File: src/verilog/cps_pkg.sv
// Purpose: shared constants and types for the converter power sequencer
// Assumes: 250 MHz aclk, AXI4-Lite register access with 32-bit data
// Notes: times are kept in ns and turned into cycle counts here
package cps_pkg;

  // ----------------------------------------------------------------
  // timing
  // ----------------------------------------------------------------
  localparam int CLK_PERIOD_NS = 4;
  localparam int BIAS_SETTLE_NS = 100000; // bias settle, 100 us
  localparam int SEL_SAMPLE_NS = 200000; // config resistor window, 200 us
  localparam int SOFTSTART_NS = 2000000; // soft-start, 2 ms
  localparam int HARDSHORT_NS = 427000; // current-limit timer trip, 427 us
  localparam int VCHG_STEP_NS = 1000; // base time per reference step
  // least times round up to whole cycles
  localparam int BIAS_SETTLE_CYC = (BIAS_SETTLE_NS + CLK_PERIOD_NS - 1) / CLK_PERIOD_NS;
  localparam int SEL_SAMPLE_CYC = (SEL_SAMPLE_NS + CLK_PERIOD_NS - 1) / CLK_PERIOD_NS;
  localparam int SOFTSTART_CYC = (SOFTSTART_NS + CLK_PERIOD_NS - 1) / CLK_PERIOD_NS;
  localparam int HARDSHORT_CYC = (HARDSHORT_NS + CLK_PERIOD_NS - 1) / CLK_PERIOD_NS;
  localparam int VCHG_STEP_CYC = (VCHG_STEP_NS + CLK_PERIOD_NS - 1) / CLK_PERIOD_NS;
  localparam int TMR_W = 20; // wide enough for the soft-start count

  // ----------------------------------------------------------------
  // reference code, 4.5 V base in 73.5 mV steps up to 15 V
  // ----------------------------------------------------------------
  localparam int VREF_W = 8;
  localparam logic [7:0] VREF_CODE_MAX = 8'h8E; // 15 V
  localparam logic [7:0] VREF_RST = 8'h07; // about 5 V
  localparam int VREF_STEPS = 143; // soft-start steps from zero to max

  // ----------------------------------------------------------------
  // register map and fields
  // ----------------------------------------------------------------
  localparam int ADDR_W = 8;
  localparam logic [7:0] REG_CTRL = 8'h00;
  localparam logic [7:0] REG_STATUS = 8'h04;
  localparam logic [7:0] REG_FAULT = 8'h08;
  localparam int CTRL_VREF_LSB = 0;
  localparam int CTRL_SLEW_LSB = 8;
  localparam int CTRL_FREQ_LSB = 10;
  localparam int CTRL_ILIM_LSB = 12;
  localparam int CTRL_ILIM_OVR_BIT = 15;
  localparam logic [31:0] CTRL_RST = 32'h0000_0007;
  localparam logic [1:0] FREQ_1M8 = 2'h0;
  localparam logic [1:0] FREQ_1M5 = 2'h1;
  localparam logic [1:0] FREQ_1M2 = 2'h2;
  localparam logic [1:0] RESP_OKAY = 2'h0;
  localparam logic [1:0] RESP_SLVERR = 2'h2;

  // ----------------------------------------------------------------
  // config resistor code layout
  // ----------------------------------------------------------------
  localparam int SEL_W = 5;
  localparam int SEL_ADDR_LSB = 0;
  localparam int SEL_ILIM_LSB = 2;
  localparam int SEL_FB_BIT = 4;

  // sequencer states, gray along the startup path through ST_WAIT_DIS (ST_OFF to ST_SETTLE flips two bits)
  typedef enum logic [2:0] {
    ST_OFF = 3'h0,
    ST_WAIT_DIS = 3'h1,
    ST_SETTLE = 3'h3,
    ST_SAMPLE = 3'h2,
    ST_SERIAL = 3'h6,
    ST_SOFTSTART = 3'h7,
    ST_RUN = 3'h5,
    ST_LATCHED = 3'h4
  } cps_state_t;

endpackage

File: src/verilog/cps_timer.sv
// Purpose: interval counter for the sequencer
// Assumes: restart is a one-cycle pulse from the same clock
// Notes: done rises once limit cycles of the interval have passed
`timescale 1ns/1ps
module cps_timer
  import cps_pkg::*;
(
  input wire logic aclk,
  input wire logic aresetn,
  input wire logic restart,
  input wire logic [cps_pkg::TMR_W-1:0] limit,
  output logic done
);
  import cps_pkg::*;

  logic [TMR_W-1:0] count_q; // cycles into the interval, restart cycle is the first

  // ----------------------------------------------------------------
  // count up and hold at the limit
  // ----------------------------------------------------------------
  always_ff @(posedge aclk)
  begin
    if (!aresetn || restart)
    begin
      count_q <= (aresetn && restart) ? TMR_W'(1'b1) : '0;
    end
    else if (count_q < limit)
    begin
      count_q <= count_q + 1'b1;
    end
  end

  // limit reached
  assign done = (count_q >= limit);

endmodule

File: src/verilog/cps_sequencer.sv
// Purpose: startup, shutdown and fault sequencing of a buck-boost converter
// Assumes: analog comparator levels arrive asynchronously on pins
// Notes: registers sit behind an AXI4-Lite slave that stands for the serial link
//
// The register offsets and the AXI4-Lite slave port are this design's own decisions.
`timescale 1ns/1ps
// Operation
// RULE1 - wait bias settle after enable
// RULE2 - discharge output during bias settle
// RULE3 - below 1.5V: discharge off, sample resistor
// RULE4 - sampling window lasts 200 us
// RULE5 - serial interface on, then soft-start
// RULE6 - earlier discharge running defers startup
// RULE7 - reference ramps to target over 2ms
// RULE8 - under 2V: 300kHz, reduced limit
// RULE9 - hard-short detection armed after soft-start
// RULE10 - enable low: stop, reset, discharge
// RULE11 - undervoltage: output, serial off, reset
// RULE12 - thermal or 427us limit: latch off
// RULE13 - host clears latch by power cycle
// RULE14 - fault discharge except thermal shutdown
// RULE15 - host settings override resistor decode
// RULE16 - decode address, limit, feedback choice
// RULE17 - slew, limit, frequency host choices
// RULE18 - reference 4.5V to 15V steps
// RULE19 - freeze power good during ramps
// RULE20 - sticky fault flags cleared by cycling
// RULE21 - intervals from counters on clock
module cps_sequencer
  import cps_pkg::*;
#(
  parameter int BIAS_SETTLE_CYCLES = cps_pkg::BIAS_SETTLE_CYC,
  parameter int SEL_SAMPLE_CYCLES = cps_pkg::SEL_SAMPLE_CYC,
  parameter int SOFTSTART_CYCLES = cps_pkg::SOFTSTART_CYC,
  parameter int HARDSHORT_CYCLES = cps_pkg::HARDSHORT_CYC
)
(
  input wire logic aclk,
  input wire logic aresetn,
  input wire logic en_pin,
  input wire logic vin_ok,
  input wire logic vio_ok,
  input wire logic out_above_1v5,
  input wire logic out_above_2v,
  input wire logic thermal_fault,
  input wire logic ilim_active,
  input wire logic pg_raw,
  input wire logic [cps_pkg::SEL_W-1:0] sel_code,
  output logic bias_en,
  output logic discharge_en,
  output logic sel_sample_en,
  output logic serial_if_en,
  output logic switching_en,
  output logic low_freq_mode,
  output logic reduced_current_limit,
  output logic hardshort_armed,
  output logic [cps_pkg::VREF_W-1:0] vref_code,
  output logic [1:0] freq_sel,
  output logic [2:0] ilim_sel,
  output logic [1:0] slave_addr,
  output logic ext_feedback,
  output logic power_good_flag,
  output logic regs_in_reset,
  input wire logic [cps_pkg::ADDR_W-1:0] s_axi_awaddr,
  input wire logic s_axi_awvalid,
  output logic s_axi_awready,
  input wire logic [31:0] s_axi_wdata,
  input wire logic [3:0] s_axi_wstrb,
  input wire logic s_axi_wvalid,
  output logic s_axi_wready,
  output logic [1:0] s_axi_bresp,
  output logic s_axi_bvalid,
  input wire logic s_axi_bready,
  input wire logic [cps_pkg::ADDR_W-1:0] s_axi_araddr,
  input wire logic s_axi_arvalid,
  output logic s_axi_arready,
  output logic [31:0] s_axi_rdata,
  output logic [1:0] s_axi_rresp,
  output logic s_axi_rvalid,
  input wire logic s_axi_rready
);
  import cps_pkg::*;

  localparam int NPIN = 8 + SEL_W; // synchronised pin count
  localparam int SS_STEP_CYC = SOFTSTART_CYCLES / VREF_STEPS; // soft-start step time

  // ----------------------------------------------------------------
  // pin synchronisers
  // ----------------------------------------------------------------
  logic [NPIN-1:0] pin_raw; // raw pin vector
  logic [NPIN-1:0] sync1_q; // first stage, read only by second
  logic [NPIN-1:0] sync2_q; // safe copy
  logic en_s, vin_s, vio_s, hi1v5_s, hi2v_s, therm_s, ilim_s, pg_s;
  logic [SEL_W-1:0] sel_s;

  assign pin_raw = {sel_code, pg_raw, ilim_active, thermal_fault, out_above_2v,
                    out_above_1v5, vio_ok, vin_ok, en_pin};

  genvar gi;
  generate
    for (gi = 0; gi < NPIN; gi++)
    begin : g_sync
      // two flops per pin
      always_ff @(posedge aclk)
      begin
        if (!aresetn)
        begin
          sync1_q[gi] <= 1'b0;
          sync2_q[gi] <= 1'b0;
        end
        else
        begin
          sync1_q[gi] <= pin_raw[gi];
          sync2_q[gi] <= sync1_q[gi];
        end
      end
    end
  endgenerate

  assign {sel_s, pg_s, ilim_s, therm_s, hi2v_s, hi1v5_s, vio_s, vin_s, en_s} = sync2_q;

  // ----------------------------------------------------------------
  // state and shared interval timer
  // ----------------------------------------------------------------
  cps_state_t state_q, state_d;
  logic supply_lockout; // either supply invalid
  logic regs_rst; // register reset condition
  logic tmr_done; // interval expired
  logic [TMR_W-1:0] tmr_limit; // interval for the state being entered
  logic hs_trip; // hard-short timer tripped
  logic thermal_latched_q; // latch came from thermal shutdown

  assign supply_lockout = !vin_s || !vio_s;
  // RULE10 enable low resets
  // RULE11 undervoltage resets
  assign regs_rst = !aresetn || !en_s || supply_lockout;

  // RULE21 interval terminal counts
  always_comb
  begin
    case (state_d)
      ST_SETTLE: tmr_limit = TMR_W'(BIAS_SETTLE_CYCLES);
      ST_SAMPLE: tmr_limit = TMR_W'(SEL_SAMPLE_CYCLES);
      ST_SOFTSTART: tmr_limit = TMR_W'(SOFTSTART_CYCLES);
      default: tmr_limit = '0;
    endcase
  end

  logic [TMR_W-1:0] tmr_limit_q; // held limit for the running interval
  always_ff @(posedge aclk)
  begin
    if (!aresetn)
      tmr_limit_q <= '0;
    else if (state_d != state_q)
      tmr_limit_q <= tmr_limit;
  end

  cps_timer cps_timer_i (
    .aclk(aclk),
    .aresetn(aresetn),
    .restart(state_d != state_q),
    .limit(tmr_limit_q),
    .done(tmr_done)
  );

  // next state
  always_comb
  begin
    state_d = state_q;
    case (state_q)
      // RULE6 wait out earlier discharge
      ST_OFF: if (en_s && !supply_lockout) state_d = hi1v5_s ? ST_WAIT_DIS : ST_SETTLE;
      ST_WAIT_DIS: if (!hi1v5_s) state_d = ST_SETTLE;
      // RULE1 bias settle wait
      // RULE3 exit below 1.5V
      ST_SETTLE: if (tmr_done && !hi1v5_s) state_d = ST_SAMPLE;
      // RULE4 sampling window
      ST_SAMPLE: if (tmr_done) state_d = ST_SERIAL;
      // RULE5 serial then soft-start
      ST_SERIAL: state_d = ST_SOFTSTART;
      // RULE9 arm after timer
      ST_SOFTSTART: if (tmr_done) state_d = ST_RUN;
      ST_RUN: state_d = ST_RUN;
      ST_LATCHED: state_d = ST_LATCHED;
      default: state_d = ST_OFF;
    endcase
    // RULE12 latch-off faults
    if ((state_q == ST_SOFTSTART || state_q == ST_RUN) && (therm_s || hs_trip))
      state_d = ST_LATCHED;
    // RULE10 enable low shutdown
    // RULE13 power cycle clears latch
    if (!en_s || supply_lockout)
      state_d = ST_OFF;
  end

  always_ff @(posedge aclk)
  begin
    if (!aresetn)
      state_q <= ST_OFF;
    else
      state_q <= state_d;
  end

  // remember the thermal cause of a latch
  always_ff @(posedge aclk)
  begin
    if (regs_rst)
      thermal_latched_q <= 1'b0;
    else if (state_q != ST_LATCHED && state_d == ST_LATCHED)
      thermal_latched_q <= therm_s;
  end

  // ----------------------------------------------------------------
  // hard-short current-limit timer
  // ----------------------------------------------------------------
  logic [TMR_W-1:0] hs_cnt_q; // cycles in current limit
  always_ff @(posedge aclk)
  begin
    if (!aresetn || !hardshort_armed || !ilim_s)
      hs_cnt_q <= '0;
    else if (!hs_trip)
      hs_cnt_q <= hs_cnt_q + 1'b1;
  end
  // RULE12 427us limit trip
  assign hs_trip = (hs_cnt_q >= TMR_W'(HARDSHORT_CYCLES));

  // ----------------------------------------------------------------
  // sampled resistor configuration
  // ----------------------------------------------------------------
  logic [SEL_W-1:0] sel_q; // decoded resistor code
  always_ff @(posedge aclk)
  begin
    if (regs_rst)
      sel_q <= '0;
    // RULE16 latch decode at window end
    else if (state_q == ST_SAMPLE && tmr_done)
      sel_q <= sel_s;
  end

  // ----------------------------------------------------------------
  // host control register
  // ----------------------------------------------------------------
  logic [31:0] ctrl_q; // host settings
  logic wr_fire; // write performed this cycle
  logic [ADDR_W-1:0] awaddr_q;
  logic [31:0] wdata_q;
  logic [3:0] wstrb_q;
  logic [31:0] ctrl_d;
  logic [7:0] vref_tgt;
  logic [1:0] slew;

  // byte-lane merge and range checks
  always_comb
  begin
    ctrl_d = ctrl_q;
    for (int b = 0; b < 4; b++)
      if (wstrb_q[b])
        ctrl_d[b*8 +: 8] = wdata_q[b*8 +: 8];
    // RULE18 clamp to 15V code
    if (ctrl_d[CTRL_VREF_LSB +: VREF_W] > VREF_CODE_MAX)
      ctrl_d[CTRL_VREF_LSB +: VREF_W] = VREF_CODE_MAX;
    // RULE17 three frequency codes
    if (ctrl_d[CTRL_FREQ_LSB +: 2] != FREQ_1M8 && ctrl_d[CTRL_FREQ_LSB +: 2] != FREQ_1M5
        && ctrl_d[CTRL_FREQ_LSB +: 2] != FREQ_1M2)
      ctrl_d[CTRL_FREQ_LSB +: 2] = ctrl_q[CTRL_FREQ_LSB +: 2];
  end

  // RULE11 registers held in reset
  always_ff @(posedge aclk)
  begin
    if (regs_rst)
      ctrl_q <= CTRL_RST;
    else if (wr_fire && awaddr_q == REG_CTRL && serial_if_en)
      ctrl_q <= ctrl_d;
  end

  assign vref_tgt = ctrl_q[CTRL_VREF_LSB +: VREF_W];
  assign slew = ctrl_q[CTRL_SLEW_LSB +: 2];

  // ----------------------------------------------------------------
  // reference ramp for soft-start and voltage changes
  // ----------------------------------------------------------------
  logic [VREF_W-1:0] vref_q; // live reference code
  logic [TMR_W-1:0] step_cnt_q; // cycles since last step
  logic [TMR_W-1:0] step_len; // step time for the ramp
  logic ramping; // ramp in progress

  assign step_len = (state_q == ST_SOFTSTART) ? TMR_W'(SS_STEP_CYC) : (TMR_W'(VCHG_STEP_CYC) << slew);
  assign ramping = (state_q == ST_SOFTSTART) || (state_q == ST_RUN && vref_q != vref_tgt);

  always_ff @(posedge aclk)
  begin
    if (regs_rst || !ramping || step_cnt_q >= step_len)
      step_cnt_q <= '0;
    else
      step_cnt_q <= step_cnt_q + 1'b1;
  end

  // RULE7 gradual ramp to target
  always_ff @(posedge aclk)
  begin
    if (regs_rst || state_q == ST_OFF || state_q == ST_LATCHED)
      vref_q <= '0;
    else if (state_q == ST_SOFTSTART && tmr_done)
      vref_q <= vref_tgt;
    else if (ramping && step_cnt_q >= step_len)
    begin
      if (vref_q < vref_tgt)
        vref_q <= vref_q + 1'b1;
      else if (vref_q > vref_tgt)
        vref_q <= vref_q - 1'b1;
    end
  end

  // ----------------------------------------------------------------
  // power good and sticky fault flags
  // ----------------------------------------------------------------
  logic pg_q; // held power good
  logic flag_therm_q, flag_hs_q; // sticky faults

  // RULE19 hold value while ramping
  always_ff @(posedge aclk)
  begin
    if (regs_rst)
      pg_q <= 1'b0;
    else if (state_q == ST_RUN && !ramping)
      pg_q <= pg_s;
  end

  // RULE20 sticky until power cycle
  always_ff @(posedge aclk)
  begin
    if (!aresetn)
    begin
      flag_therm_q <= 1'b0;
      flag_hs_q <= 1'b0;
    end
    else
    begin
      if (therm_s && state_q != ST_OFF)
        flag_therm_q <= 1'b1;
      else if (regs_rst)
        flag_therm_q <= 1'b0;
      if (hs_trip)
        flag_hs_q <= 1'b1;
      else if (regs_rst)
        flag_hs_q <= 1'b0;
    end
  end

  // ----------------------------------------------------------------
  // control outputs
  // ----------------------------------------------------------------
  // RULE1 bias on from settle, off while waiting out an earlier discharge
  assign bias_en = (state_q != ST_OFF) && (state_q != ST_WAIT_DIS);
  // RULE2 discharge while settling
  // RULE14 no discharge on thermal
  assign discharge_en = (state_q == ST_OFF) || (state_q == ST_WAIT_DIS) || (state_q == ST_SETTLE)
                        || (state_q == ST_LATCHED && !thermal_latched_q);
  assign sel_sample_en = (state_q == ST_SAMPLE);
  // RULE5 serial active from here
  // RULE12 serial kept during latch
  assign serial_if_en = (state_q == ST_SERIAL) || (state_q == ST_SOFTSTART)
                        || (state_q == ST_RUN) || (state_q == ST_LATCHED);
  assign switching_en = (state_q == ST_SOFTSTART) || (state_q == ST_RUN);
  // RULE8 low-voltage foldback
  assign low_freq_mode = switching_en && !hi2v_s;
  assign reduced_current_limit = switching_en && !hi2v_s;
  // RULE9 armed only after soft-start
  assign hardshort_armed = (state_q == ST_RUN);
  assign vref_code = vref_q;
  assign freq_sel = ctrl_q[CTRL_FREQ_LSB +: 2];
  // RULE15 host limit overrides decode
  assign ilim_sel = ctrl_q[CTRL_ILIM_OVR_BIT] ? ctrl_q[CTRL_ILIM_LSB +: 3] : {1'b0, sel_q[SEL_ILIM_LSB +: 2]};
  assign slave_addr = sel_q[SEL_ADDR_LSB +: 2];
  assign ext_feedback = sel_q[SEL_FB_BIT];
  assign power_good_flag = pg_q;
  assign regs_in_reset = regs_rst;

  // ----------------------------------------------------------------
  // axi4-lite slave
  // ----------------------------------------------------------------
  logic aw_have_q, w_have_q, bvalid_q, rvalid_q;
  logic [1:0] bresp_q, rresp_q;
  logic [31:0] rdata_q;

  assign s_axi_awready = !aw_have_q && !bvalid_q;
  assign s_axi_wready = !w_have_q && !bvalid_q;
  assign wr_fire = aw_have_q && w_have_q && !bvalid_q;
  assign s_axi_bvalid = bvalid_q;
  assign s_axi_bresp = bresp_q;
  assign s_axi_arready = !rvalid_q;
  assign s_axi_rvalid = rvalid_q;
  assign s_axi_rdata = rdata_q;
  assign s_axi_rresp = rresp_q;

  // write address and data capture, response
  always_ff @(posedge aclk)
  begin
    if (!aresetn)
    begin
      aw_have_q <= 1'b0;
      w_have_q <= 1'b0;
      bvalid_q <= 1'b0;
      bresp_q <= RESP_OKAY;
      awaddr_q <= '0;
      wdata_q <= '0;
      wstrb_q <= '0;
    end
    else
    begin
      if (s_axi_awvalid && s_axi_awready)
      begin
        aw_have_q <= 1'b1;
        awaddr_q <= s_axi_awaddr;
      end
      if (s_axi_wvalid && s_axi_wready)
      begin
        w_have_q <= 1'b1;
        wdata_q <= s_axi_wdata;
        wstrb_q <= s_axi_wstrb;
      end
      if (wr_fire)
      begin
        aw_have_q <= 1'b0;
        w_have_q <= 1'b0;
        bvalid_q <= 1'b1;
        // writes refused while the serial side is off
        bresp_q <= (awaddr_q == REG_CTRL && serial_if_en) ? RESP_OKAY : RESP_SLVERR;
      end
      else if (bvalid_q && s_axi_bready)
        bvalid_q <= 1'b0;
    end
  end

  // read decode and response
  always_ff @(posedge aclk)
  begin
    if (!aresetn)
    begin
      rvalid_q <= 1'b0;
      rdata_q <= '0;
      rresp_q <= RESP_OKAY;
    end
    else if (s_axi_arvalid && s_axi_arready)
    begin
      rvalid_q <= 1'b1;
      rresp_q <= RESP_OKAY;
      case (s_axi_araddr)
        REG_CTRL: rdata_q <= ctrl_q;
        // state, power good, serial, ramp, feedback, address, decoded limit
        REG_STATUS: rdata_q <= {20'h0_0000, sel_q[SEL_ILIM_LSB +: 2], slave_addr, ext_feedback,
                                ramping, serial_if_en, pg_q, 1'b0, state_q};
        REG_FAULT: rdata_q <= {30'h0000_0000, flag_hs_q, flag_therm_q};
        default:
        begin
          rdata_q <= '0;
          rresp_q <= RESP_SLVERR;
        end
      endcase
    end
    else if (rvalid_q && s_axi_rready)
      rvalid_q <= 1'b0;
  end

endmodule

File: config.mk
export PLATFORM = sky130hd
export DESIGN_NAME = cps_sequencer
export DESIGN_NICKNAME = d
export VERILOG_FILES = /design/src/verilog/cps_pkg.sv /design/src/verilog/cps_timer.sv /design/src/verilog/cps_sequencer.sv
export SDC_FILE = /design/constraint.sdc
export NUM_CORES = 1
export LEC_CHECK = 0
export BUFFER_PORTS_ARGS = -buffer_cell sky130_fd_sc_hd__buf_2
export CORE_AREA = 2 2 149 151
export DETAILED_ROUTE_END_ITERATION = 8
export DIE_AREA = 0 0 151 153
export GPL_ROUTABILITY_DRIVEN = 0
export PLACE_DENSITY = 0.72
export SLEW_MARGIN = 0
export SYNTH_ARGS = -nofsm -noshare
export SYNTH_HDL_FRONTEND = slang
export SYNTH_HIERARCHICAL = 1
export SYNTH_SLANG_ARGS = --single-unit
File: constraint.sdc
create_clock -name aclk -period 3.8 [get_ports aclk]
set_input_delay 0.38 -clock aclk [delete_from_list [all_inputs] [get_ports aclk]]
set_output_delay 0.38 -clock aclk [all_outputs]
set_load 0.03 [all_outputs]
Word level (Yosys, flattened, before mapping) --
Index checks and enable logic that the tools add are counted.
Word-level totals: flip-flop bits (word level) 242, latch bits 0, memory bits (writable) 0, ROM bits 0, input bits 72, output and inout bits 67, word-level logic and storage cells 200, memories kept 0
Cells by class: add/sub/neg operators 5, multipliers 0, divide/modulo/power cells 0, magnitude comparators 7, eq/ne operators 19, shifts and indexed selects 1, muxes and demuxes 32, bitwise operators 2, reduce and logical (&&, ||, !) cells 82
Operators by type and width (count):
- 32-bit case mux with 3 select lines | 1
- 20-bit by 1-bit adder with 20-bit output (second input constant) | 3
- 20-bit 2-to-1 mux | 3
- 19-bit case mux with 3 select lines | 1
- 8-bit 2-to-1 mux | 6
- 20-bit >= comparator | 2
- 1-bit logical AND | 28
- 3-bit 2-to-1 mux | 8
- 3-bit case mux with 8 select lines | 1
- 20-bit by 17-bit >= comparator with 1-bit output (second input constant) | 1
- 1-bit logical OR | 20
- 20-bit less-than comparator | 1
- 8-bit by 2-bit left shift with 20-bit output (first input constant) | 1
- 3-bit equality test (second input constant) | 6
- 8-bit logical NOT | 2
- 1-bit logical NOT | 15
- 2-bit nonzero test | 7
- 3-bit by 2-bit equality test with 1-bit output (second input constant) | 4
- 2-bit AND reduction | 5
- 8-bit by 1-bit adder with 8-bit output (second input constant) | 1
- 8-bit by 3-bit equality test with 1-bit output (second input constant) | 1
- 8-bit by 4-bit equality test with 1-bit output (second input constant) | 1
- 8-bit greater-than comparator | 1
- 8-bit greater-than comparator (second input constant) | 1
- other kinds (17) | 28

Logic depth before layout (Yosys ltp) --
Gate-level depths: netlist of the first run.
depth in word-level cells 12, mapped depth 16, depth with buffers taken out 14

Hierarchy --
The synthesis of the first run kept the hierarchy.
Modules (own cells, without submodules):
- cps_sequencer | times used 1, cells each 997, area an instance 8947.3 µm², seq. area each 4144.0 µm²
- cps_timer | times used 1, cells each 167, area an instance 1587.8 µm², seq. area each 600.6 µm²

Least setup slack after synthesis of the first run --
No wires, ideal clock.
kind flip-flop to flip-flop, from reg cps_timer_i.count_q[13], to reg cps_timer_i.count_q[12] (data pin), library setup time 266 ps, data arrival time 3419 ps, data required time 3534 ps, slack 115 ps, cell stages (with the launch flop) 16, cells stage by stage edfxtp_1 > ha_1 > nand4_1 > and4bb_1 > a21boi_2 > a2111o_1 > a21o_1 > nor4bb_1 > a2111oi_4 > o31a_2 > nand2b_1 > buf_6 > nand2b_1 > clkbuf_1 > clkbuf_1 > nor2_1
Between the ends: word-level cells in the longest chain between the ends 9
Ends and longest elaborated chain:
- from (decl) | RTL line cps_timer.sv:16 | logic [TMR_W-1:0] count_q;
- from (signal assigned) | RTL line cps_timer.sv:25 | count_q <= (aresetn && restart) ? TMR_W'(1'b1) : '0;
- from (signal assigned) | RTL line cps_timer.sv:29 | count_q <= count_q + 1'b1;
- 20-bit >= comparator * | RTL line cps_timer.sv:34 | assign done = (count_q >= limit);
- via tmr_done | RTL line cps_sequencer.sv:128 | logic tmr_done;
- 1-bit logical AND | RTL line cps_sequencer.sv:176 | ST_SETTLE: if (tmr_done && !hi1v5_s) state_d = ST_SAMPLE;
- 3-bit 2-to-1 mux | RTL line cps_sequencer.sv:176
- 3-bit case mux with 8 select lines * | RTL line cps_sequencer.sv:170 | case (state_q)
- 3-bit 2-to-1 mux * | RTL line cps_sequencer.sv:188 | if ((state_q == ST_SOFTSTART || state_q == ST_RUN) && (therm_s || hs_trip))
- 3-bit 2-to-1 mux * | RTL line cps_sequencer.sv:192 | if (!en_s || supply_lockout)
- 3-bit inequality test * | RTL line cps_sequencer.sv:161 | .restart(state_d != state_q),
- 1-bit logical OR * | RTL line cps_timer.sv:23 | if (!aresetn || restart)
- 20-bit 2-to-1 mux * | RTL line cps_timer.sv:23
The timed path passes the listed nets; every way through them passes the cells marked *. A chain may end at the register's enable or synchronous reset.

Worst setup path in the final report of the first run --
from reg cps_timer_i.count_q[9], to reg cps_timer_i.count_q[19] (enable)
Between the ends: word-level cells in the longest chain between the ends 9
Ends and longest elaborated chain (RTL line):
- 20-bit >= comparator * | cps_timer.sv:34
- via tmr_done | cps_sequencer.sv:128
- 1-bit logical AND | cps_sequencer.sv:176
- 3-bit 2-to-1 mux | cps_sequencer.sv:176
- 3-bit case mux with 8 select lines * | cps_sequencer.sv:170
- 3-bit 2-to-1 mux * | cps_sequencer.sv:188
- 3-bit 2-to-1 mux * | cps_sequencer.sv:192
- 3-bit inequality test * | cps_sequencer.sv:161
- 1-bit logical OR * | cps_timer.sv:23
- 2-bit nonzero test (no line) *
Marks and branches as above.

==> results of run 1 <==
state kept, by name, summed over array words and instances, names as in the netlist, 7 cells and up:
signal               count
ctrl_q                  32
s_axi_rdata             32
vref_code                8
hs_cnt_q                20
cps_timer_i/count_q     20
awaddr_q                 8
wdata_q                 32
tmr_limit_q              7
sync1_q                 13
step_cnt_q              20
Yosys cell counts (all sizes together), types with 13 or more instances:
cell type  count  share of area
dfxtp        207           0.39
nand2        167          0.060
nor2          97          0.036
nand3         58          0.028
a21oi         55          0.027
inv           53          0.019
a21boi        51          0.037
ha            48          0.057
and2          47          0.028
clkbuf        47          0.017
o21ai         37          0.018
nor2b         31          0.023
mux2i         27          0.026
xor2          27          0.022
a22oi         24          0.027
xnor2         23          0.019
edfxtp        20          0.057
nor3          17         0.0081
buf           16          0.012
nand4         13         0.0091
metal layers:
layer,up-vias,GRT usage
met4,0,0.0587
met3,39,0.0490
li1,4223,-
met5,-,0
met1,3975,0.268
met2,204,0.350
power by group through the flow:
stage	logic (mW)	registers, mW	clock network (mW)
floorplan	0.469	2.76	0
detailed placement	0.641	2.80	0
CTS	0.648	2.75	2.49
global route	0.745	2.77	2.58
global placement	0.628	2.79	0
finish	0.657	2.74	2.44
cell usage in the layout (no fill, tap or decap), types with 4 or more instances in the layout:
cell type / n
dfxtp_1: 207
nand2_1: 166
buf_2: 135
nor2_1: 96
nand3_1: 57
inv_1: 53
a21oi_1: 53
a21boi_0: 50
ha_1: 48
and2_1: 47
o21ai_0: 31
mux2i_1: 27
xor2_1: 27
clkbuf_16: 24
xnor2_1: 23
a22oi_2: 20
nor2b_2: 20
edfxtp_1: 20
buf_4: 18
nor3_1: 17
conb_1: 16
nand4_1: 12
nor2b_1: 11
and3_1: 11
clkbuf_8: 9
and4_1: 8
nand2b_1: 6
o211ai_1: 6
or3_1: 6
o21ai_1: 6
a21o_1: 5
a211oi_1: 4
o21a_1: 4
a22oi_1: 4
layout make-up:
type                       count  area, um2  share of cell area
clock buffer                  36        736              0.0597
inverter                      53        199              0.0161
clock inverter                 7        114             0.00924
tap                          280        350              0.0284
multi-input combinational    836       5370               0.436
sequential                   227       4740               0.385
timing repair buffer         153        811              0.0658
stage by stage:
stage                     area [um2]  hold WS [ns]  total power, mW   util
after floorplan                10600         0.408             3.23      -
after global placement         11500         0.413             3.42  0.533
after detailed placement       11500         0.420             3.44  0.533
after CTS                      12300        0.0527             5.88  0.573
after global routing           12300        0.0505             6.09  0.573
final                          12300        0.0642             5.84  0.573
kinds of logic after synthesis:
family	count (synthesis)	synth area share
and+or+nand+nor	479	0.228
DFF	227	0.450
AOI/OAI and AO/OA	213	0.145
buffers and inverters	116	0.0479
xor gates and xnor gates	50	0.0416
adders and majority gates	49	0.0589
muxes	29	0.0278
other	1	0.000356
worst min path at each step:
| stage | from | cells past startpoint | to |
|---|---|---|---|
| 2_1_floorplan | hs_cnt_q[18] | 2 | hs_cnt_q[18] |
| 5_1_grt | sel_code[1] | 2 | sync1_q[9] |
| 3_3_place_gp | sync1_q[12] | 1 | sel_s[4] |
| 3_5_place_dp | hs_cnt_q[17] | 2 | hs_cnt_q[17] |
| 6_report | out_above_2v | 2 | sync1_q[4] |
| 4_1_cts | sel_code[1] | 2 | sync1_q[9] |
what timing repair did:
item | 4_1_cts | 5_1_grt
resized for setup | 0 | 2
setup endpoints to repair | 0 | 39
setup buffers | 0 | 1
worst max-delay path: cells and delay by family, from the launching register on:
| family | cells | cell delay, ns |
|---|---|---|
| AOI/OAI and AO/OA | 5 | 1.53 |
| and+or+nand+nor | 5 | 0.77 |
| DFF | 1 | 0.46 |
| adders and majority gates | 1 | 0.33 |
| buffers and inverters | 1 | 0.22 |
==> flow_metrics.py, run 1 <==
metrics = {
    "outcome": {
        "outcome": "finished clean",
    },
    "power_and_ir_drop": {
        "total_switching_power_mw": 1.48,
        "swShare": 0.254,
        "power.leakage_nw": 4.93,
        "power.density_cell_area_mw_per_mm2": 474,
        "intPower_mw": 4.36,
        "clock_power_share": 0.418,
        "fraction_of_power_consumed_by_combinational_cells": 0.112,
        "power.share.sequential": 0.470,
        "vdd_drop_max_v": 0.000297,
    },
    "setup_path": {
        "crit_start": "cps_timer_i/count_q[9]",
        "worstSetupPathType": "register to register",
        "ff2ff_path_depth": 12,
        "timing.critical_path.to": "cps_timer_i/count_q[19]",
        "critPathLaunchType": "register",
        "critical_path.reg2reg.endpoint": "cps_timer_i/count_q[19]",
        "critical_path.max_fanout": 20,
        "cp-end-kind": "register",
        "critical_path.cell_chain": "ha_1, and4_1, a221o_1, a2111o_1, a21o_1, nor4bb_2, a2111oi_4, o31a_2, nand2b_1, nor2b_1, nand2_1, buf_4",
        "required_ns": 4.06,
        "crit_arrival_ns": 3.85,
        "worst_path_largest_cell_delay_ns": 0.46,
        "cpMaxStageDelayCell": "edfxtp_1",
        "worst_r2r_startpoint": "cps_timer_i/count_q[9]",
        "ff2ff_setup_slack_ns": 0.21,
    },
    "global_routing": {
        "grt_overflow": 0,
        "grt_first_pass_wirelength_mm": 39.4,
        "global_route.usage.total": 0.209,
        "via_count_of_the_first_global_routing_pass": 7976,
        "pin_count_of_the_biggest_net_entering_global_routing": 68,
        "grt_antenna_before_repair": 0,
    },
    "placed_design": {
        "io_buffer_count": 136,
        "placement_setup_slack_ns": 0.166,
        "placed_cells": 1548,
        "detailed_place_hpwl_mm": 17.1,
    },
    "timing": {
        "timing.final.hold_violations": 0,
        "tightest_slew_ns": 0.900,
        "slew_headroom": 0.399,
        "postLayoutSetupSlackWorst_ns": 0.209,
        "final_min_period_over_clock_period": 0.945,
        "timing.clock.skew_ns": 0.0123,
        "slew_violations": 0,
        "tns_ns": 0,
        "period_minus_slack_ns": 3.59,
        "grt_setup_unrepaired": "no",
        "setup_viol_count_final": 0,
        "maximum_frequency_from_static_timing_analysis_ghz": 0.278,
    },
    "synthesis": {
        "synth_cell_types": 73,
        "synthesis.area_per_instance_um2": 9.05,
        "synth_enable_flop_cells": 20,
        "async_sr_flop_fraction": 0,
        "main_synth_ff_type": "dfxtp_1",
        "synth_seq_area_share": 0.450,
        "synth_area_mm2": 0.0105,
        "synth_seq_cells": 227,
        "synthesis.instances": 1164,
        "synth-warning-count": 6,
    },
    "cts": {
        "ctsLongestPathBuffers": 3,
        "cts_hold_buffers": 0,
        "worst_skew_pair.late_latency_ns": 0.53,
        "cts_tree": "done",
        "clock-sinks": 227,
        "path_clk_slew_ns": 0.06,
        "clockRootBuffer": "clkbuf_16",
        "cts_inserted_buffers": 24,
        "cts_h_tree_lvls": 1,
    },
    "route": {
        "routed-via-count": 8441,
        "postRouteWirelength_mm": 24.3,
        "detailroute.wirelength.met3_mm": 1.69,
        "highest_metal_layer_with_signal_wires": "met4",
        "drc_errors": 0,
        "drt_iter0_drcs": 348,
        "drt-met1-wl_mm": 10.7,
        "wire_per_inst_um": 15.2,
        "avgViaCountPerCell": 5.30,
        "postRouteAntennaNets": 0,
        "drtPass1Iterations": 5,
        "dr_wl_met2_mm": 11.2,
    },
    "floorplanning": {
        "floorplan.die_area_mm2": 0.0231,
        "core_region_area_mm2": 0.0215,
        "initial_utilization": 0.490,
        "total_i_o_pin_count": 139,
        "die-width_um": 151,
        "chipHeight_um": 153,
        "rows": 54,
    },
    "final_layout": {
        "flow.area_growth_from_synthesis_pct": 17.0,
        "nNetsFinal": 1416,
        "post_route_cells_drive_above_1_share": 0.194,
        "final_cells": 1592,
        "n_antenna_cell": 0,
        "number_of_fill_cells": 1951,
    },
    "hold_path": {
        "worst_hold_path_type": "input port to register",
    },
    "flow_run": {
        "maxCapViolations": 0,
    },
}
(Power assumes the default switching activity.)
==> inputs of run 2 (changes only) <==
--- a/config.mk
+++ b/config.mk
@@ -6,13 +6,13 @@
 export NUM_CORES = 1
 export LEC_CHECK = 0
 export BUFFER_PORTS_ARGS = -buffer_cell sky130_fd_sc_hd__buf_2
-export CORE_AREA = 2 2 149 151
+export CORE_AREA = 2 2 144 146
 export DETAILED_ROUTE_END_ITERATION = 8
-export DIE_AREA = 0 0 151 153
+export DIE_AREA = 0 0 146 148
 export GPL_ROUTABILITY_DRIVEN = 0
-export PLACE_DENSITY = 0.72
+export PLACE_DENSITY = 0.73
+export SETUP_SLACK_MARGIN = 0.2
 export SLEW_MARGIN = 0
 export SYNTH_ARGS = -nofsm -noshare
 export SYNTH_HDL_FRONTEND = slang
-export SYNTH_HIERARCHICAL = 1
 export SYNTH_SLANG_ARGS = --single-unit
==> run 2 against run 1 <==
Effect of this change:
- cell count is 3.5% lower
- combinational power fell by 16%
- register-to-register slack better by 0.26 ns
- clock-buffer cell count grew 3
- wire length shrank 5.0%
- non-clock buffer count up 1
- via count is 4.0% lower
- global-route usage grew 0.25 points
- fmax rose by 7.8%
- synthesized cell count decreased by 4.0%
- critical path type unchanged
- highest routed layer unchanged
==> flow_metrics.py, run 2 <==
metrics = {
    "setup_path": {
        "cpMaxStageDelayCell": "or3_4",
        "critical_path_buf_inv_count": 1,
        "crit_start": "ctrl_q[1]",
        "critPathLaunchType": "register",
        "ff2ff_setup_slack_ns": 0.47,
        "cpLargestDelayFamily": "compound AO/OA/AOI/OAI gates",
        "crit_arrival_ns": 3.71,
        "required_ns": 4.18,
        "cp-end-kind": "register",
        "critical_path_cell_count": 15,
        "critical_path.reg2reg.endpoint": "vref_code[7]",
        "critical_path.max_fanout": 8,
        "worstSetupPathType": "register to register",
        "cp_common_cell": "a21oi_1",
        "ff2ff_path_depth": 15,
        "worst_path_largest_cell_delay_ns": 0.44,
        "worst_r2r_startpoint": "ctrl_q[1]",
        "critical_path.cell_chain": "inv_1, ha_1, nor2b_1, o211ai_1, a21oi_1, or3_4, ha_1, a21oi_1, nor2b_1, o31a_1, o41ai_1, xor2_1, nor2_1, xnor2_1, a21oi_1",
        "timing.critical_path.to": "vref_code[7]",
    },
    "timing": {
        "tns_ns": 0,
        "final_min_period_over_clock_period": 0.877,
        "timing.clock.skew_ns": 0.0152,
        "maximum_frequency_from_static_timing_analysis_ghz": 0.300,
        "tightest_slew_ns": 1.22,
        "setup_viol_count_final": 0,
        "period_minus_slack_ns": 3.33,
        "grt_setup_unrepaired": "no",
        "slew_violations": 0,
        "slew_headroom": 0.184,
        "timing.final.hold_violations": 0,
    },
    "cts": {
        "worst_skew_pair.late_latency_ns": 0.52,
        "cts_tree": "done",
        "postCtsSetupRepairBufs": 0,
        "cts_h_tree_lvls": 1,
        "path_clk_slew_ns": 0.06,
        "cts_inserted_buffers": 25,
        "post_cts_resize_count": 0,
        "ctsLongestPathBuffers": 3,
        "cts_hold_buffers": 0,
        "clockRootBuffer": "clkbuf_16",
        "clock-sinks": 227,
    },
    "synthesis": {
        "synth-warning-count": 0,
        "synthDominantAreaCellType": "dfxtp_1",
        "synth_cell_types": 67,
        "main_synth_ff_type": "dfxtp_1",
        "synth_top_area_share": 0.422,
        "yosysMostFrequentCell": "dfxtp_1",
        "netlist_top_cells_area": "dfxtp_1 (42%), nand2_1 (6.2%), edfxtp_1 (6.1%), a21oi_1 (5.4%), ha_1 (5.3%)",
        "synthesis.instances": 1117,
        "synthesis.area_per_instance_um2": 8.79,
        "synth_seq_area_share": 0.483,
        "synth_enable_flop_cells": 20,
        "synth_seq_cells": 227,
        "synth_area_mm2": 0.00982,
        "async_sr_flop_fraction": 0,
        "synth.cells.most_frequent": "dfxtp_1 (207), nand2_1 (162), nor2_1 (136), a21oi_1 (106)",
    },
    "final_layout": {
        "flow.area_growth_from_synthesis_pct": 17.7,
        "n_antenna_cell": 0,
        "post_route_cells_drive_above_1_share": 0.171,
        "number_of_fill_cells": 1854,
        "final_cells": 1536,
        "layout.cells.most_common": "dfxtp_1",
        "nNetsFinal": 1363,
        "final_cell_mix": "dfxtp_1 (207), nand2_1 (162), nor2_1 (136), buf_2 (136), a21oi_1 (106)",
    },
    "route": {
        "wire_per_inst_um": 15.0,
        "detailroute.wirelength.met3_mm": 1.20,
        "postRouteWirelength_mm": 23.0,
        "highest_metal_layer_with_signal_wires": "met4",
        "drc_errors": 0,
        "drt-met1-wl_mm": 10.7,
        "drtPass1Iterations": 5,
        "dr_wl_met2_mm": 10.7,
        "postRouteAntennaNets": 0,
        "avgViaCountPerCell": 5.27,
        "routed-via-count": 8102,
        "drt_iter0_drcs": 459,
    },
    "floorplanning": {
        "die-width_um": 146,
        "floorplan.die_area_mm2": 0.0216,
        "initial_utilization": 0.490,
        "rows": 52,
        "core_region_area_mm2": 0.0200,
        "chipHeight_um": 148,
        "total_i_o_pin_count": 139,
    },
    "power_and_ir_drop": {
        "vdd_drop_max_v": 0.000313,
        "power.leakage_nw": 4.65,
        "design_power_total_mw": 5.62,
        "power.density_cell_area_mw_per_mm2": 486,
    },
    "placed_design": {
        "detailed_place_hpwl_mm": 16.3,
        "placed_cells": 1491,
        "io_buffer_count": 136,
    },
    "global_routing": {
        "grt_first_pass_wirelength_mm": 38.1,
        "via_count_of_the_first_global_routing_pass": 7792,
        "global_route.usage.total": 0.211,
        "grt_overflow": 0,
        "pin_count_of_the_biggest_net_entering_global_routing": 89,
        "grt_antenna_before_repair": 0,
    },
    "outcome": {
        "outcome": "finished clean",
    },
    "hold_path": {
        "worst_hold_path_type": "input port to register",
    },
    "flow_run": {
        "maxCapViolations": 0,
    },
}
## run 2: changes by cell type after synthesis, moves of 20 or more
cell / delta
a21boi_0: -49
nor2_1: +40
nor2b_2: -20
a22oi_2: -20
a21oi_1: +53
a22oi_1: +31
## run 2: report_power, final
part,total [mW],switching [mW],internal [mW]
logic,0.551,0.318,0.233
clock network,2.33,0.947,1.39
registers,2.73,0.138,2.60
total,5.62,1.40,4.21
## run 2: worst register-to-register path: cells and delay by family (launching register included)
kind	cells	cell delay, ns
compound gates	6	1.10
xor+xnor	2	0.34
fa+ha+maj	2	0.58
buf+inv	1	0.07
flops	1	0.38
simple gates	4	0.72
## run 2: stage by stage
stage	hold slack [ns]	setup WS, ns	utilization	instance area, um2
after floorplan	0.412	0.499	-	9850
after global placement	0.417	0.538	0.537	10800
after detailed placement	0.419	0.425	0.537	10800
after CTS	0.0246	0.407	0.576	11600
after global routing	0.0526	0.247	0.577	11600
final	0.0404	0.469	0.577	11600
## run 2: area by class of cell
cell class / count / area (um2) / area share
sequential: 227 / 4740 / 0.411
multi-input combinational: 799 / 4720 / 0.408
timing repair buffer: 154 / 816 / 0.0706
clock buffer: 39 / 729 / 0.0631
tap: 270 / 338 / 0.0292
inverter: 41 / 154 / 0.0133
clock inverter: 6 / 60.1 / 0.00520
## run 2: worst min-delay path by stage
stage	from	to	slack [ns]	cells past startpoint
6_report	s_axi_rready	s_axi_rvalid	0.04	2
5_1_grt	s_axi_rready	s_axi_rvalid	0.05	2
4_1_cts	s_axi_rready	s_axi_rvalid	0.02	2
3_5_place_dp	sync1_q[6]	ilim_s	0.42	1
3_3_place_gp	sync1_q[8]	sel_s[0]	0.42	1
2_1_floorplan	sync1_q[0]	en_s	0.41	1
## run 2: routing by layer
| layer | vias up | global-route usage |
|---|---|---|
| met5 | - | 0 |
| met4 | 0 | 0.0621 |
| met3 | 44 | 0.0324 |
| met2 | 212 | 0.357 |
| met1 | 3774 | 0.281 |
| li1 | 4072 | - |
## run 2: logic make-up after synthesis
kind of cell,synth area share
buf+inv,0.0425
mux,0.0192
flops,0.483
compound gates,0.143
other cells,0.000382
fa+ha+maj,0.0555
xor+xnor,0.0446
simple gates,0.212
==> inputs of run 3 (changes only) <==
--- a/config.mk
+++ b/config.mk
@@ -5,12 +5,14 @@
 export SDC_FILE = /design/constraint.sdc
 export NUM_CORES = 1
 export LEC_CHECK = 0
+export ABC_CLOCK_PERIOD_IN_PS = 3800
 export BUFFER_PORTS_ARGS = -buffer_cell sky130_fd_sc_hd__buf_2
-export CORE_AREA = 2 2 144 146
+export CAP_MARGIN = 20
+export CORE_AREA = 2 2 141 143
 export DETAILED_ROUTE_END_ITERATION = 8
-export DIE_AREA = 0 0 146 148
+export DIE_AREA = 0 0 143 145
 export GPL_ROUTABILITY_DRIVEN = 0
-export PLACE_DENSITY = 0.73
+export PLACE_DENSITY = 0.75
 export SETUP_SLACK_MARGIN = 0.2
 export SLEW_MARGIN = 0
 export SYNTH_ARGS = -nofsm -noshare
==> run 3 against run 2 <==
Effect of this change:
- power rose by 0.54%
- fmax fell by 1.7%
- non-clock buffer count fell by 3
- clock-buffer cell count fell by 8
- register-to-register slack got worse by 0.06 ns
- clock power rose by 2%
- core utilization rose by 2.5 points
- global-route usage rose by 0.41 points
- worst setup slack got worse by 0.058 ns
==> flow_metrics.py, run 3 (synthesis gave the netlist of run 2 again) <==
metrics = {
    "outcome": {
        "outcome": "finished clean",
    },
    "cts": {
        "cts_tree": "done",
        "cts_h_tree_lvls": 1,
        "clockRootBuffer": "clkbuf_16",
        "cts_hold_buffers": 0,
        "path_clk_slew_ns": 0.06,
        "cts_inserted_buffers": 24,
        "clock-sinks": 227,
        "ctsLongestPathBuffers": 3,
        "worst_skew_pair.late_latency_ns": 0.52,
    },
    "floorplanning": {
        "rows": 51,
        "total_i_o_pin_count": 139,
        "floorplan.die_area_mm2": 0.0207,
        "chipHeight_um": 145,
        "die-width_um": 143,
        "core_region_area_mm2": 0.0192,
        "initial_utilization": 0.511,
    },
    "hold_path": {
        "worst_hold_path_type": "input port to register",
        "min_from": "s_axi_rready",
        "worstHoldPathCells": 2,
        "whs_endpoint": "s_axi_rvalid",
    },
    "timing": {
        "period_minus_slack_ns": 3.39,
        "slew_headroom": 0.352,
        "timing.clock.skew_ns": 0.00939,
        "slew_violations": 0,
        "tightest_slew_ns": 0.971,
        "final_min_period_over_clock_period": 0.892,
        "timing.final.hold_violations": 0,
        "tns_ns": 0,
        "grt_setup_unrepaired": "no",
        "setup_viol_count_final": 0,
        "maximum_frequency_from_static_timing_analysis_ghz": 0.295,
    },
    "global_routing": {
        "grt_antenna_before_repair": 1,
        "global_route.usage.total": 0.215,
        "grt_first_pass_wirelength_mm": 37.1,
        "grt_overflow": 0,
        "pin_count_of_the_biggest_net_entering_global_routing": 89,
        "via_count_of_the_first_global_routing_pass": 7637,
    },
    "setup_path": {
        "worstSetupPathType": "register to register",
        "ff2ff_path_depth": 15,
        "critPathLaunchType": "register",
        "crit_arrival_ns": 3.77,
        "crit_start": "ctrl_q[1]",
        "critical_path.max_fanout": 8,
        "worst_r2r_startpoint": "ctrl_q[1]",
        "ff2ff_setup_slack_ns": 0.41,
        "critical_path.reg2reg.endpoint": "vref_code[6]",
        "cp-end-kind": "register",
        "required_ns": 4.18,
    },
    "placed_design": {
        "detailed_place_hpwl_mm": 15.8,
        "io_buffer_count": 136,
    },
    "power_and_ir_drop": {
        "clock_power_share": 0.420,
        "total_switching_power_mw": 1.41,
        "power.density_cell_area_mw_per_mm2": 489,
        "fraction_of_power_consumed_by_combinational_cells": 0.097,
        "vdd_drop_max_v": 0.000298,
        "swShare": 0.249,
        "power.share.sequential": 0.483,
        "power.leakage_nw": 4.65,
        "intPower_mw": 4.24,
    },
    "final_layout": {
        "flow.area_growth_from_synthesis_pct": 17.6,
        "number_of_fill_cells": 1707,
        "post_route_cells_drive_above_1_share": 0.171,
        "final_cell_mix": "dfxtp_1 (207), nand2_1 (162), nor2_1 (136), buf_2 (136), a21oi_1 (106)",
        "layout.cells.most_common": "dfxtp_1",
        "final_core_util": 0.601,
        "nNetsFinal": 1359,
    },
    "route": {
        "routed-via-count": 8118,
        "avgViaCountPerCell": 5.31,
        "postRouteAntennaNets": 0,
        "drc_errors": 0,
        "drtPass1Iterations": 5,
        "drt_iter0_drcs": 525,
        "wire_per_inst_um": 14.8,
        "postRouteWirelength_mm": 22.7,
    },
    "flow_run": {
        "maxCapViolations": 0,
    },
}
==> run 3: cell count changes in the layout (fill, tap and decap cells not counted), moves of 2 or more <==
cell       delta
clkbuf_1      -5
buf_4         -3
clkinv_2      +3
bufinv_16     +2
clkbuf_16     -2
==> run 3: worst max-delay path by stage <==
stage / end / slack (ns) / cells past startpoint
after floorplan: cps_timer_i.count_q[0] / 0.50 / 5
after global placement: vref_code[7] / 0.53 / 15
after detailed placement: vref_code[7] / 0.43 / 15
after CTS: vref_code[7] / 0.36 / 15
after global routing: vref_code[6] / 0.23 / 15
final: vref_code[6] / 0.41 / 15
==> run 3: power groups by stage <==
stage	registers, mW	clock network, mW	logic (mW)
2_1_floorplan	2.75	0	0.404
3_3_place_gp	2.78	0	0.528
3_5_place_dp	2.78	0	0.545
4_1_cts	2.73	2.42	0.549
5_1_grt	2.75	2.51	0.619
6_report	2.73	2.37	0.545
==> run 3: per-stage QoR <==
step / instances / instance area, um2 / power [mW] / worst slack, ns / hold slack, ns
after floorplan: 1125 / 9850 / 3.15 / 0.499 / 0.412
after CTS: 1527 / 11500 / 5.69 / 0.363 / 0.0348
after detailed placement: 1483 / 10700 / 3.33 / 0.432 / 0.418
after global routing: 1528 / 11500 / 5.88 / 0.235 / 0.0462
final: 1528 / 11500 / 5.65 / 0.410 / 0.0497
after global placement: 1483 / 10700 / 3.30 / 0.525 / 0.414
==> run 3: critical path, cell delays in order (launching register included) <==
cell,delay [ns]
dfxtp_1,0.40
inv_1,0.06
ha_1,0.28
nor2b_1,0.13
o211ai_1,0.19
a21oi_1,0.12
or3_1,0.52
fa_1,0.47
a21o_1,0.18
a21oi_1,0.23
o21bai_1,0.09
a21oi_1,0.19
xor2_1,0.16
nor2_1,0.05
a21oi_1,0.11
a21oi_1,0.07
==> run 3: cell type report <==
type / count / area, um2 / share of cell area
flip-flops and latches: 227 / 4740 / 0.411
multi-input cells: 799 / 4720 / 0.409
repair buffers: 151 / 793 / 0.0687
clock buffers: 31 / 647 / 0.0560
well taps: 265 / 332 / 0.0287
clock inverters: 13 / 158 / 0.0137
inverters: 41 / 154 / 0.0133
diodes: 1 / 2.50 / 0.000217
==> run 3: metal layers <==
| metal | up-vias | part of all wire | track usage |
|---|---|---|---|
| met4 | 0 | 0.031 | 0.0767 |
| met3 | 54 | 0.062 | 0.0409 |
| met1 | 3758 | 0.45 | 0.293 |
| li1 | 4067 | - | - |
| met2 | 239 | 0.45 | 0.341 |
| met5 | - | 0 | 0 |
==> run 3: what timing repair did <==
item                       CTS  global route
buffers inserted             0             0
setup endpoints to repair    0             1
gates resized for setup      0             1
